$ cat src/gpol_map.svh
/*
  Offsets, pad positions and reset values for the pad option latch block.
  Assumes inclusion by bare name from the design files.
*/
`ifndef GPOL_MAP_SVH
`define GPOL_MAP_SVH

`define GPOL_PAD_COUNT 10
`define GPOL_XO_PAD 0
`define GPOL_REF_PAD 3
`define GPOL_CLKOUT_PAD_A 4
`define GPOL_DBG_DATA_PAD 4
`define GPOL_LED_PAD 5
`define GPOL_CLKOUT_PAD_B 6
`define GPOL_MATRIX_LO 1
`define GPOL_MATRIX_HI 3
`define GPOL_ROFF_LO 1
`define GPOL_ROFF_HI 2
`define GPOL_LATCH_RESET 1'h0
`define GPOL_SYNC_RESET 1'h1

`endif

$ cat src/gpol_pkg.sv
/*
  Types shared by the pad option latch block.
  Assumes nothing beyond a SystemVerilog compiler.
*/
package gpol_pkg;

  typedef enum logic [0:0] {
    STROBE_IDLE,
    STROBE_HIGH
  } gpol_strobe_t;

endpackage

$ cat src/gpol_opt_latch.sv
/*
  Two-bit option latch that lives in the pad ring.
  Assumes its reset is the pad supply power-up, not the core reset,
  so the held options survive core shutdown and wake.
*/
`timescale 1ns/1ns
`include "gpol_map.svh"

module gpol_opt_latch
  import gpol_pkg::*;
(
  // Clock and pad power-up reset
  input wire logic clk,
  input wire logic padPorRst,
  // Load strobe and data
  input wire logic load,
  input wire logic dMatrix,
  input wire logic dRoff,
  // Held options
  output logic qMatrix,
  output logic qRoff
);

  // Core reset does not reach here: the options persist across shutdown
  always_ff @(posedge clk)
  begin
    if (padPorRst)
    begin
      qMatrix <= `GPOL_LATCH_RESET;
      qRoff <= `GPOL_LATCH_RESET;
    end
    else if (load)
    begin
      qMatrix <= dMatrix;
      qRoff <= dRoff;
    end
  end

endmodule // gpol_opt_latch

$ cat src/gpol_top.sv
/*
  Pad special-role steering and the pad option latch control.
  Assumes the port-control bits, port data and debug signals come from
  logic on clk, and the pad inputs arrive from outside and need syncing.
*/
// Notes on behaviour
// - Pad 0 is input only; it may connect to crystal or programming supply.
// - Pad 3 can feed the frequency counter reference clock.
// - User clock out enabled separately on pad 4 and pad 6.
// - Pad 5 in application is only an LED current sink.
// - Pad 5 is debug clock in development; LED off during debug.
// - Pullup-disable option removes weak pullups on supporting pads.
// - Pullup-disable is held in pads and stays through shutdown.
// - In shutdown, any button pad outside the latched matrix pads 3 to 1 pulled low wakes the chip.
// - Latched matrix option pulls pads 3 to 1 low during shutdown.
// - Latched matrix disconnects pullups of pads 3 to 1, enables pulldowns.
// - Both options live in a 2-bit pad latch kept while unpowered.
// - Strobe 0 to 1 to 0 copies matrix and pullup-disable into latch.
// - Readback shows latched option values, not pending written ones.
// - Matrix affects pads 3 to 1; pullup-disable only pads 2 and 1.
`timescale 1ns/1ns
`include "gpol_map.svh"

module gpol_top
  import gpol_pkg::*;
#(
  parameter int PADS = `GPOL_PAD_COUNT
)
(
  // Clock and resets
  input wire logic clk,
  input wire logic rst,
  input wire logic padPorRst,
  // Option control bits
  input wire logic portMatrix,
  input wire logic portRoff,
  input wire logic portStrobe,
  output logic latchedMatrix,
  output logic latchedRoff,
  // Special role controls
  input wire logic xoEnable,
  input wire logic nvmProgram,
  input wire logic refEnable,
  input wire logic clkEnable,
  input wire logic [1:0] clkOutSel,
  input wire logic userClk,
  output logic xoConnect,
  output logic vppConnect,
  output logic refClock,
  // General port
  input wire logic [PADS-1:0] port0_data_latch,
  input wire logic [PADS-1:0] port0_drive_config,
  output logic [PADS-1:0] padValue,
  // Debug adapter
  input wire logic debugActive,
  input wire logic debugDataOut,
  input wire logic debugDataOe,
  output logic debug_clock_pin,
  output logic debug_data_pin,
  // Power
  input wire logic shutdown,
  output logic wake,
  // Pads
  input wire logic [PADS-1:0] padIn,
  output logic [PADS-1:0] padOut,
  output logic [PADS-1:0] padOe,
  output logic [PADS-1:0] padPullUp,
  output logic [PADS-1:0] padPullDown,
  output logic ledSinkOn
);

  function automatic logic isButton(input int idx);
    isButton = (idx != `GPOL_LED_PAD);
  endfunction

  function automatic logic inRange(input int idx, input int lo, input int hi);
    inRange = (idx >= lo) && (idx <= hi);
  endfunction

  ////////////////////////////////////////////////////////////////////////////
  // Pad input synchronisers
  logic [PADS-1:0] padMeta;
  logic [PADS-1:0] padSync;

  always_ff @(posedge clk)
  begin
    if (rst)
    begin
      padMeta <= {PADS{`GPOL_SYNC_RESET}};
      padSync <= {PADS{`GPOL_SYNC_RESET}};
    end
    else
    begin
      padMeta <= padIn;
      padSync <= padMeta;
    end
  end

  ////////////////////////////////////////////////////////////////////////////
  // Strobe sequencing and option latch
  gpol_strobe_t state;
  logic stageMatrix;
  logic stageRoff;
  logic loadPulse;

  // Load only once strobe has been seen high then low
  assign loadPulse = (state == STROBE_HIGH) && !portStrobe;

  always_ff @(posedge clk)
  begin
    if (rst)
      state <= STROBE_IDLE;
    else
    begin
      case (state)
        STROBE_IDLE: if (portStrobe) state <= STROBE_HIGH;
        STROBE_HIGH: if (!portStrobe) state <= STROBE_IDLE;
        default: state <= STROBE_IDLE;
      endcase
    end
  end

  // Values follow the register only while strobe is high
  always_ff @(posedge clk)
  begin
    if (rst)
    begin
      stageMatrix <= `GPOL_LATCH_RESET;
      stageRoff <= `GPOL_LATCH_RESET;
    end
    else if (portStrobe)
    begin
      stageMatrix <= portMatrix;
      stageRoff <= portRoff;
    end
  end

  // Readback comes straight from the pad latch
  gpol_opt_latch u_latch (
    .clk(clk),
    .padPorRst(padPorRst),
    .load(loadPulse),
    .dMatrix(stageMatrix),
    .dRoff(stageRoff),
    .qMatrix(latchedMatrix),
    .qRoff(latchedRoff)
  );

  ////////////////////////////////////////////////////////////////////////////
  // Per-pad drive and pulls
  logic [PADS-1:0] next_padOut;
  logic [PADS-1:0] next_padOe;
  logic [PADS-1:0] next_pullUp;
  logic [PADS-1:0] next_pullDown;
  logic clkOnA;
  logic clkOnB;

  // Debug data steals pad 4 over the clock output
  assign clkOnA = clkEnable && clkOutSel[0] && !debugActive;
  assign clkOnB = clkEnable && clkOutSel[1];

  genvar g;
  generate
    for (g = 0; g < PADS; g++)
    begin : g_pad
      always_comb
      begin
        next_padOut[g] = port0_data_latch[g];
        next_padOe[g] = port0_drive_config[g] | !port0_data_latch[g];
        if (g == `GPOL_XO_PAD)
          next_padOe[g] = 1'h0;
        else if (g == `GPOL_REF_PAD && refEnable)
          next_padOe[g] = 1'h0;
        else if (g == `GPOL_DBG_DATA_PAD && debugActive)
        begin
          next_padOut[g] = debugDataOut;
          next_padOe[g] = debugDataOe;
        end
        else if (g == `GPOL_CLKOUT_PAD_A && clkOnA)
        begin
          next_padOut[g] = userClk;
          next_padOe[g] = 1'h1;
        end
        else if (g == `GPOL_CLKOUT_PAD_B && clkOnB)
        begin
          next_padOut[g] = userClk;
          next_padOe[g] = 1'h1;
        end
        else if (g == `GPOL_LED_PAD)
        begin
          // Current sink only; the pad never drives high into the LED
          next_padOut[g] = 1'h0;
          next_padOe[g] = debugActive && !port0_data_latch[g];
        end
        // Matrix wins over pullup-disable on shared pads
        next_pullDown[g] = latchedMatrix
          && inRange(g, `GPOL_MATRIX_LO, `GPOL_MATRIX_HI);
        next_pullUp[g] = !next_pullDown[g]
          && !(latchedRoff && inRange(g, `GPOL_ROFF_LO, `GPOL_ROFF_HI));
      end
    end
  endgenerate

  always_ff @(posedge clk)
  begin
    if (rst)
    begin
      padOut <= '1;
      padOe <= '0;
      padPullUp <= '1;
      padPullDown <= '0;
    end
    else
    begin
      padOut <= next_padOut;
      padOe <= next_padOe;
      padPullUp <= next_pullUp;
      padPullDown <= next_pullDown;
    end
  end

  ////////////////////////////////////////////////////////////////////////////
  // Special role outputs; matrix drivers sit pulled low, so they cannot wake
  logic [PADS-1:0] buttonMask;
  generate
    for (g = 0; g < PADS; g++)
    begin : g_mask
      assign buttonMask[g] = isButton(g) && !next_pullDown[g];
    end
  endgenerate

  always_ff @(posedge clk)
  begin
    if (rst)
    begin
      ledSinkOn <= 1'h0;
      xoConnect <= 1'h0;
      vppConnect <= 1'h0;
      refClock <= 1'h0;
      debug_clock_pin <= 1'h0;
      debug_data_pin <= 1'h0;
      padValue <= '1;
      wake <= 1'h0;
    end
    else
    begin
      ledSinkOn <= port0_data_latch[`GPOL_LED_PAD] && !debugActive;
      vppConnect <= nvmProgram;
      xoConnect <= xoEnable && !nvmProgram;
      refClock <= refEnable && padSync[`GPOL_REF_PAD];
      debug_clock_pin <= padSync[`GPOL_LED_PAD];
      debug_data_pin <= padSync[`GPOL_DBG_DATA_PAD];
      padValue <= padSync;
      wake <= shutdown && |(~padSync & buttonMask);
    end
  end
endmodule // gpol_top

$ cat config.mk
export PLATFORM = sky130hd
export DESIGN_NAME = gpol_top
export DESIGN_NICKNAME = d
export VERILOG_FILES = /design/src/gpol_pkg.sv /design/src/gpol_opt_latch.sv /design/src/gpol_top.sv
export VERILOG_INCLUDE_DIRS = /design/src
export SDC_FILE = /design/constraint.sdc
export NUM_CORES = 1
export LEC_CHECK = 0
export BUFFER_PORTS_ARGS = -buffer_cell sky130_fd_sc_hd__clkbuf_2
export CORE_ASPECT_RATIO = 1.75
export CORE_MARGIN = 2
export CORE_UTILIZATION = 47
export DETAILED_ROUTE_END_ITERATION = 6
export PLACE_DENSITY = 0.83
export SLEW_MARGIN = 20
export SYNTH_ARGS = -nofsm -noshare
export SYNTH_HDL_FRONTEND = slang
export SYNTH_SLANG_ARGS = --single-unit
$ cat constraint.sdc
create_clock -name clk -period 1.4 [get_ports clk]
set_input_delay 0 -clock clk [delete_from_list [all_inputs] [get_ports clk]]
set_output_delay 0 -clock clk [all_outputs]
set_load 0.005 [all_outputs]
==> metrics.md, run 1 <==
| Metric | Value |
|---|---|
| Synth Area in Simple Gates | 18.6% |
| Synth-to-Final Area Change | 55.8% |
| Sequential element share of the synthesized area | 64.8% |
| Yosys top cell area share | 64.8% |
| Pleak | 1.48 nW |
| Clock skew after layout | 0.00650 ns |
| Run status | complete, no violations |
| TritonCTS Sinks | 64 |
| Final WS setup | 0.0449 ns |
| CP arrival | 1.57 ns |
| # hold bufs at CTS | 42 |
| DR DRC count | 0 |
| WL/cell | 11.3 µm |
| Mean post-synth cell area | 11.2 µm² |
| Gr ovfl total | 0 |
| Worst skew pair latency | 0.32 ns |
| Power Density | 1410 mW/mm² |
| DR iter-0 viols | 9 |
| Ys flop type | dfxtp_1 |
| WS Path Type | in2reg |
| Synth area leaders | dfxtp_1 65%, or2_2 12%, buf_4 6.8% |
| Synthesized area | 0.00198 mm² |
| Crit path launch type | primary input |
| Min-delay worst type | in2reg |
| Largest family of logic cells by synthesized area | simple AND/OR/NAND/NOR gates |
| TritonRoute pass-1 iters | 4 |
| Synth Instances | 177 |
| GP Congestion | 0.807 |
| Worst-path clk slew | 0.06 ns |
| Clk buf depth | 2 |
| CTS tree | done |
| Drt total wl | 4.09 mm |
| Pin count of the biggest net entering global routing | 62 |
| Post-synth EDFFs | 0 |
| Register bit total from synthesis | 64 |
| Register share of total power | 44.4% |
| Final ANT Viol Nets | 0 |
| Die height | 89.8 µm |
| Worst path required time | 1.61 ns |
| Vias in the first global route | 1508 |
| Ys Warns | 0 |
| Total number of vias | 1578 |
| Ant diodes | 0 |
| Clock share of power | 47.5% |
| Comb pwr share | 8.0% |
| HPWL Detailed | 2.52 mm |
| Postcts setup bufs | 0 |
| Max Clk Rate | 0.738 GHz |
| Nature of the critical path endpoint | flop |
| I/O pins | 106 |
| Delay of the slowest cell on the worst path | 0.55 ns |
| GRT Overall Usage | 19.0% |
| CP bufs+invs | 3 |
| Worst slack, placed | 0.502 ns |
| PortBufs | 88 |
| Crit path from | debugDataOut |
| Max-Cap Viols | 0 |
| Final min period | 1.36 ns |
| Core area | 0.00407 mm² |
| Post-CTS sizing | 0 |
| Yosys cell types | 22 |
| CP cell instances | dlygate4sd3_1 -> clkbuf_2 -> a2111o_1 -> dlygate4sd3_1 |
| Post-layout util | 75.6% |
| Die Width | 53.0 µm |
| Synthesized-area fraction occupied by adder cells | 0% |
| Crit-path max FO | 1 |
| Hold_sp | rst |
| Slew Limit Fails | 0 |
| Initial antenna violation count | 0 |
| Final hold vios | 0 |
| Die area | 0.00476 mm² |
| Final clock period utilization by the worst path | 96.8% |
| Hold_ws | 0.0434 ns |
| CTS buffer count | 9 |
| Tot Pwr | 0.00435 W |
| Post-synthesis mux area share | 2.03% |
| H-tree levels | 3 |
| Worst r2r src | state$_SDFF_PP0_ |
| First-pass GRT wire length | 6.47 mm |
| Initial Util | 48.5% |
| CP top delay family | buffers and inverters |
| Layout Nets | 355 |
| Synth Area in Compound Gates | 4.49% |
| Setup Viol. Count Final | 0 |
| Cell mode on critical path | dlygate4sd3_1 |
| Cell taking the most area after synthesis | dfxtp_1 |
| Sum of negative setup slack | 0 ns |
| Row cnt | 31 |
| Layout cells sized above 1 | 45.0% |
| Critical-path top delay cell | dlygate4sd3_1 |
| Root Driver | clkbuf_8 |
| Post-Synth XOR/XNOR Area | 0% |
| Sw Pwr | 0.000809 W |
| RSZ-0062 raised after global routing | false |
| Internal | 0.00354 W |
| Max IR drop VDD | 1130 µV |
| Vias/cell | 4.36 |
| Ys async rst share | 0% |
| Switching share of power | 18.6% |
## layout by cell type (no fill, tap or decap), types with 2 or more instances in the layout
cell type      instances
a211oi_1               2
a21oi_1                5
a31oi_1                2
bufinv_16              4
clkbuf_2              88
clkbuf_8              10
conb_1                15
dfxtp_1               64
dlygate4sd3_1         42
inv_1                  9
mux2i_1                4
nand2_1                3
nor2_1                 5
nor2b_1                7
nor3_1                 2
nor3b_1                4
or2_2                 37
## cell usage after synthesis (2+ instances only)
cell      number
nor3_1         2
nand2_1        3
a21oi_1        5
or2_2         37
nor3b_1        4
conb_1         2
a31oi_1        2
mux2i_1        4
inv_1          9
a211oi_1       2
nor2_1         5
dfxtp_1       64
buf_4         18
clkbuf_1       6
nor2b_1        7
## layer usage
layer | share of wire [%] | track usage, % | up-vias
li1 | - | - | 786
met1 | 34 | 16.0 | 704
met2 | 56 | 34.3 | 77
met3 | 6.8 | 7.48 | 11
met4 | 3.2 | 11.5 | 0
met5 | 0 | 0 | -
## final cells by class
cell class                 count  area, µm²
fill                         296        993
tap                           49       61.3
timing repair buffer         131        881
clock inverter                 5        128
multi-input combinational     93        553
clock buffer                  11        141
sequential                    64       1280
inverter                       9       33.8
## through the flow
step	cells	instance area (µm²)
floorplan	190	2030
global placement	304	2390
detailed placement	304	2390
CTS	362	3080
global route	362	3080
finish	362	3080
## cells by family after synthesis
kind of cell / after synthesis
flip-flops: 64
AND/OR/NAND/NOR: 61
buffers and inverters: 33
AO/OA/AOI/OAI: 13
multiplexers: 4
other: 2
## state kept, by name, summed over array words and instances (netlist names)
signal           flops
padPullUp            2
stageMatrix          1
padMeta             10
u_latch.qMatrix      1
padOut              10
padSync             10
vppConnect           1
refClock             1
xoConnect            1
wake                 1
padPullDown          1
state                1
u_latch.qRoff        1
padOe                9
ledSinkOn            1
padValue            10
debug_clock_pin      1
stageRoff            1
debug_data_pin       1
## worst paths after layout
| kind | end | slack (ns) | cells after the start |
|---|---|---|---|
| worst max-delay path | padOut[4]$_SDFF_PP1_ | 0.04 | 4 |
| worst min-delay path | padOut[5]$_DFF_P_ | 0.04 | 2 |
| worst max register to register | u_latch.qMatrix$_SDFFE_PP0P_ | 0.50 | 3 |
| worst min register to register | padSync[1]$_SDFF_PP1_ | 0.41 | 1 |
## power by group through the flow
stage,Clock (W),Sequential (W),Combinational (W)
after floorplan,0,0.00198,0.000134
after global placement,0,0.00197,0.000243
after detailed placement,0,0.00197,0.000251
after CTS,0.00210,0.00193,0.000347
after global routing,0.00221,0.00194,0.000389
final,0.00207,0.00193,0.000350
(Power assumes the default switching activity.)
==> run 2, diff against run 1 <==
CORE_UTILIZATION = 31   (was 47)
CTS_BUF_LIST = sky130_fd_sc_hd__clkbuf_16   (was not set)
PLACE_DENSITY = not set   (was 0.83)
==> run 2 against run 1 <==
Core utilization fell by 25 points. Clock skew down 0.0026 ns. Count of clock-buffer cells in the layout down 2. Highest routed layer unchanged. Total power decreased by 1.2%.
==> metrics.md, run 2 (same netlist as run 1, synthesis figures left out) <==
| Metric | Value |
|---|---|
| Run status | complete, no violations (unchanged) |
| TritonRoute pass-1 iters | 2 (was 4) |
| RSZ-0062 raised after global routing | false (unchanged) |
| GP Congestion | 0.670 (was 0.807) |
| Top routing layer in use | met4 (unchanged) |
| Final hold vios | 0 (unchanged) |
| Vias/cell | 3.92 (was 4.36) |
| Sum of negative setup slack | 0 ns (unchanged) |
| Worst slack, placed | 0.507 ns (was 0.502 ns) |
| Clk buf depth | 2 (unchanged) |
| Worst R2R End | u_latch.qRoff$_SDFFE_PP0P_ (was u_latch.qMatrix$_SDFFE_PP0P_) |
| Design Area, Final | 0.00311 mm² (was 0.00308 mm²) |
| Final WS setup | 0.237 ns (was 0.0449 ns) |
| Post-CTS sizing | 0 (unchanged) |
| Final ANT Viol Nets | 0 (unchanged) |
| Root Driver | clkbuf_16 (was clkbuf_8) |
| Most frequent cells in the layout | 88 x clkbuf_2, 64 x dfxtp_1, 40 x dlygate4sd3_1 (was 88 x clkbuf_2, 64 x dfxtp_1, 42 x dlygate4sd3_1) |
| Row cnt | 38 (was 31) |
| WL/cell | 9.69 µm (was 11.3 µm) |
| WS Path Type | in2reg (unchanged) |
| I/O pins | 106 (unchanged) |
| HPWL Detailed | 2.51 mm (was 2.52 mm) |
| Power Density | 1380 mW/mm² (was 1410 mW/mm²) |
| DR WL met3 | 212 µm (was 278 µm) |
| Final min period | 1.16 ns (was 1.36 ns) |
| Placed insts | 335 (was 304) |
| Hold_sp | debugActive (was rst) |
| Hold path endpoint | padOut[4]$_SDFF_PP1_ (was padOut[5]$_DFF_P_) |
| Initial antenna violation count | 0 (unchanged) |
| TritonCTS Sinks | 64 (unchanged) |
| Die height | 110 µm (was 89.8 µm) |
| Worst skew pair latency | 0.31 ns (was 0.32 ns) |
| PortBufs | 88 (unchanged) |
| Vias in the first global route | 1449 (was 1508) |
| Depth of the worst hold-timing path | 2 (unchanged) |
| GRT Overall Usage | 11.2% (was 19.0%) |
| Core area | 0.00618 mm² (was 0.00407 mm²) |
| Cell Count, Final, Fillers Out | 391 (was 362) |
| Clock skew after layout | 0.00394 ns (was 0.00650 ns) |
| Final clock period utilization by the worst path | 83.1% (was 96.8%) |
| Layout cells sized above 1 | 44.1% (was 45.0%) |
| Initial Util | 32.0% (was 48.5%) |
| Met2 routed WL | 2.12 mm (was 2.29 mm) |
| Nature of the critical path endpoint | flop (unchanged) |
| Worst path required time | 1.66 ns (was 1.61 ns) |
| Pleak | 1.49 nW (was 1.48 nW) |
| Crit path launch type | primary input (unchanged) |
| Ant diodes | 0 (unchanged) |
| Synth-to-Final Area Change | 57.2% (was 55.8%) |
| Gr ovfl total | 0 (unchanged) |
| Max Clk Rate | 0.860 GHz (was 0.738 GHz) |
| Layout Nets | 353 (was 355) |
| Crit-path max FO | 2 (was 1) |
| Die Width | 64.4 µm (was 53.0 µm) |
| Min-delay worst type | in2reg (unchanged) |
| Worst-path clk slew | 0.05 ns (was 0.06 ns) |
| FF-to-FF path depth | 3 (unchanged) |
| R2r setup slk | 0.51 ns (was 0.50 ns) |
| CP arrival | 1.42 ns (was 1.57 ns) |
| Drt total wl | 3.79 mm (was 4.09 mm) |
| DR iter-0 viols | 38 (was 9) |
| CTS buffer count | 9 (unchanged) |
| Pin count of the biggest net entering global routing | 62 (unchanged) |
| H-tree levels | 3 (unchanged) |
| Setup Viol. Count Final | 0 (unchanged) |
| Most common cell after layout, fill and taps aside | clkbuf_2 (unchanged) |
| DR DRC count | 0 (unchanged) |
| Max-Cap Viols | 0 (unchanged) |
| First-pass GRT wire length | 5.88 mm (was 6.47 mm) |
| Met1 wire length | 1.33 mm (was 1.39 mm) |
| Max IR drop VDD | 632 µV (was 1130 µV) |
| CTS tree | done (unchanged) |
| Slew Limit Fails | 0 (unchanged) |
| Total number of vias | 1531 (was 1578) |
| Worst r2r src | state$_SDFF_PP0_ (unchanged) |
| Post-layout util | 50.3% (was 75.6%) |
| Area post-placement | 0.00243 mm² (was 0.00239 mm²) |
| Die area | 0.00706 mm² (was 0.00476 mm²) |
==> run 2: where the power goes <==
part / switching, W / internal (W) / total [W] / leakage (nW)
registers: 0.0000238 / 0.00191 / 0.00194 / 0.530
logic: 0.000126 / 0.000214 / 0.000339 / 0.818
clock network: 0.000684 / 0.00134 / 0.00202 / 0.141
total: 0.000834 / 0.00346 / 0.00430 / 1.49
==> run 2: how the worst max path moves through the flow <==
stage / start / endpoint / slack [ns]
after global placement: state$_SDFF_PP0_ / u_latch.qRoff$_SDFFE_PP0P_ / 0.53
after global routing: debugDataOe / padOe[4]$_SDFF_PP0_ / 0.14
after CTS: debugDataOut / padOut[4]$_SDFF_PP1_ / 0.04
after detailed placement: state$_SDFF_PP0_ / u_latch.qRoff$_SDFFE_PP0P_ / 0.51
final: port0_data_latch[3] / padOe[3]$_SDFF_PP0_ / 0.24
after floorplan: state$_SDFF_PP0_ / u_latch.qMatrix$_SDFFE_PP0P_ / 0.56
==> run 2: final cells by class <==
cell class | instances | area [µm²]
clock buffers | 9 | 225
fillers | 585 | 3070
flip-flops and latches | 64 | 1280
well taps | 80 | 100
multi-input cells | 93 | 553
inverters | 9 | 33.8
repair buffers | 129 | 861
clock inverters | 7 | 53.8
==> run 2: per-layer routing <==
layer  vias up  global-route usage [%]
met5         -                       0
met4         0                    8.36
met3         7                    3.89
met2        59                    20.9
met1       680                    9.53
li1        785                       -
==> run 2: critical path: stages <==
cell,delay (ns)
dlygate4sd3_1,0.53
clkbuf_2,0.11
a211oi_1,0.21
dlygate4sd3_1,0.56
==> run 2: metrics by stage <==
stage,hold WS (ns),power (W)
final,0.0106,0.00430
after CTS,0.0102,0.00437
after detailed placement,0.183,0.00222
after floorplan,0.0277,0.00211
after global routing,0.0323,0.00448
after global placement,0.175,0.00222
==> run 2: what timing repair did <==
item	in CTS	in global routing
setup buffers	0	0
hold endpoints to repair	38	0
setup endpoints to repair	0	1
hold buffers	41	0
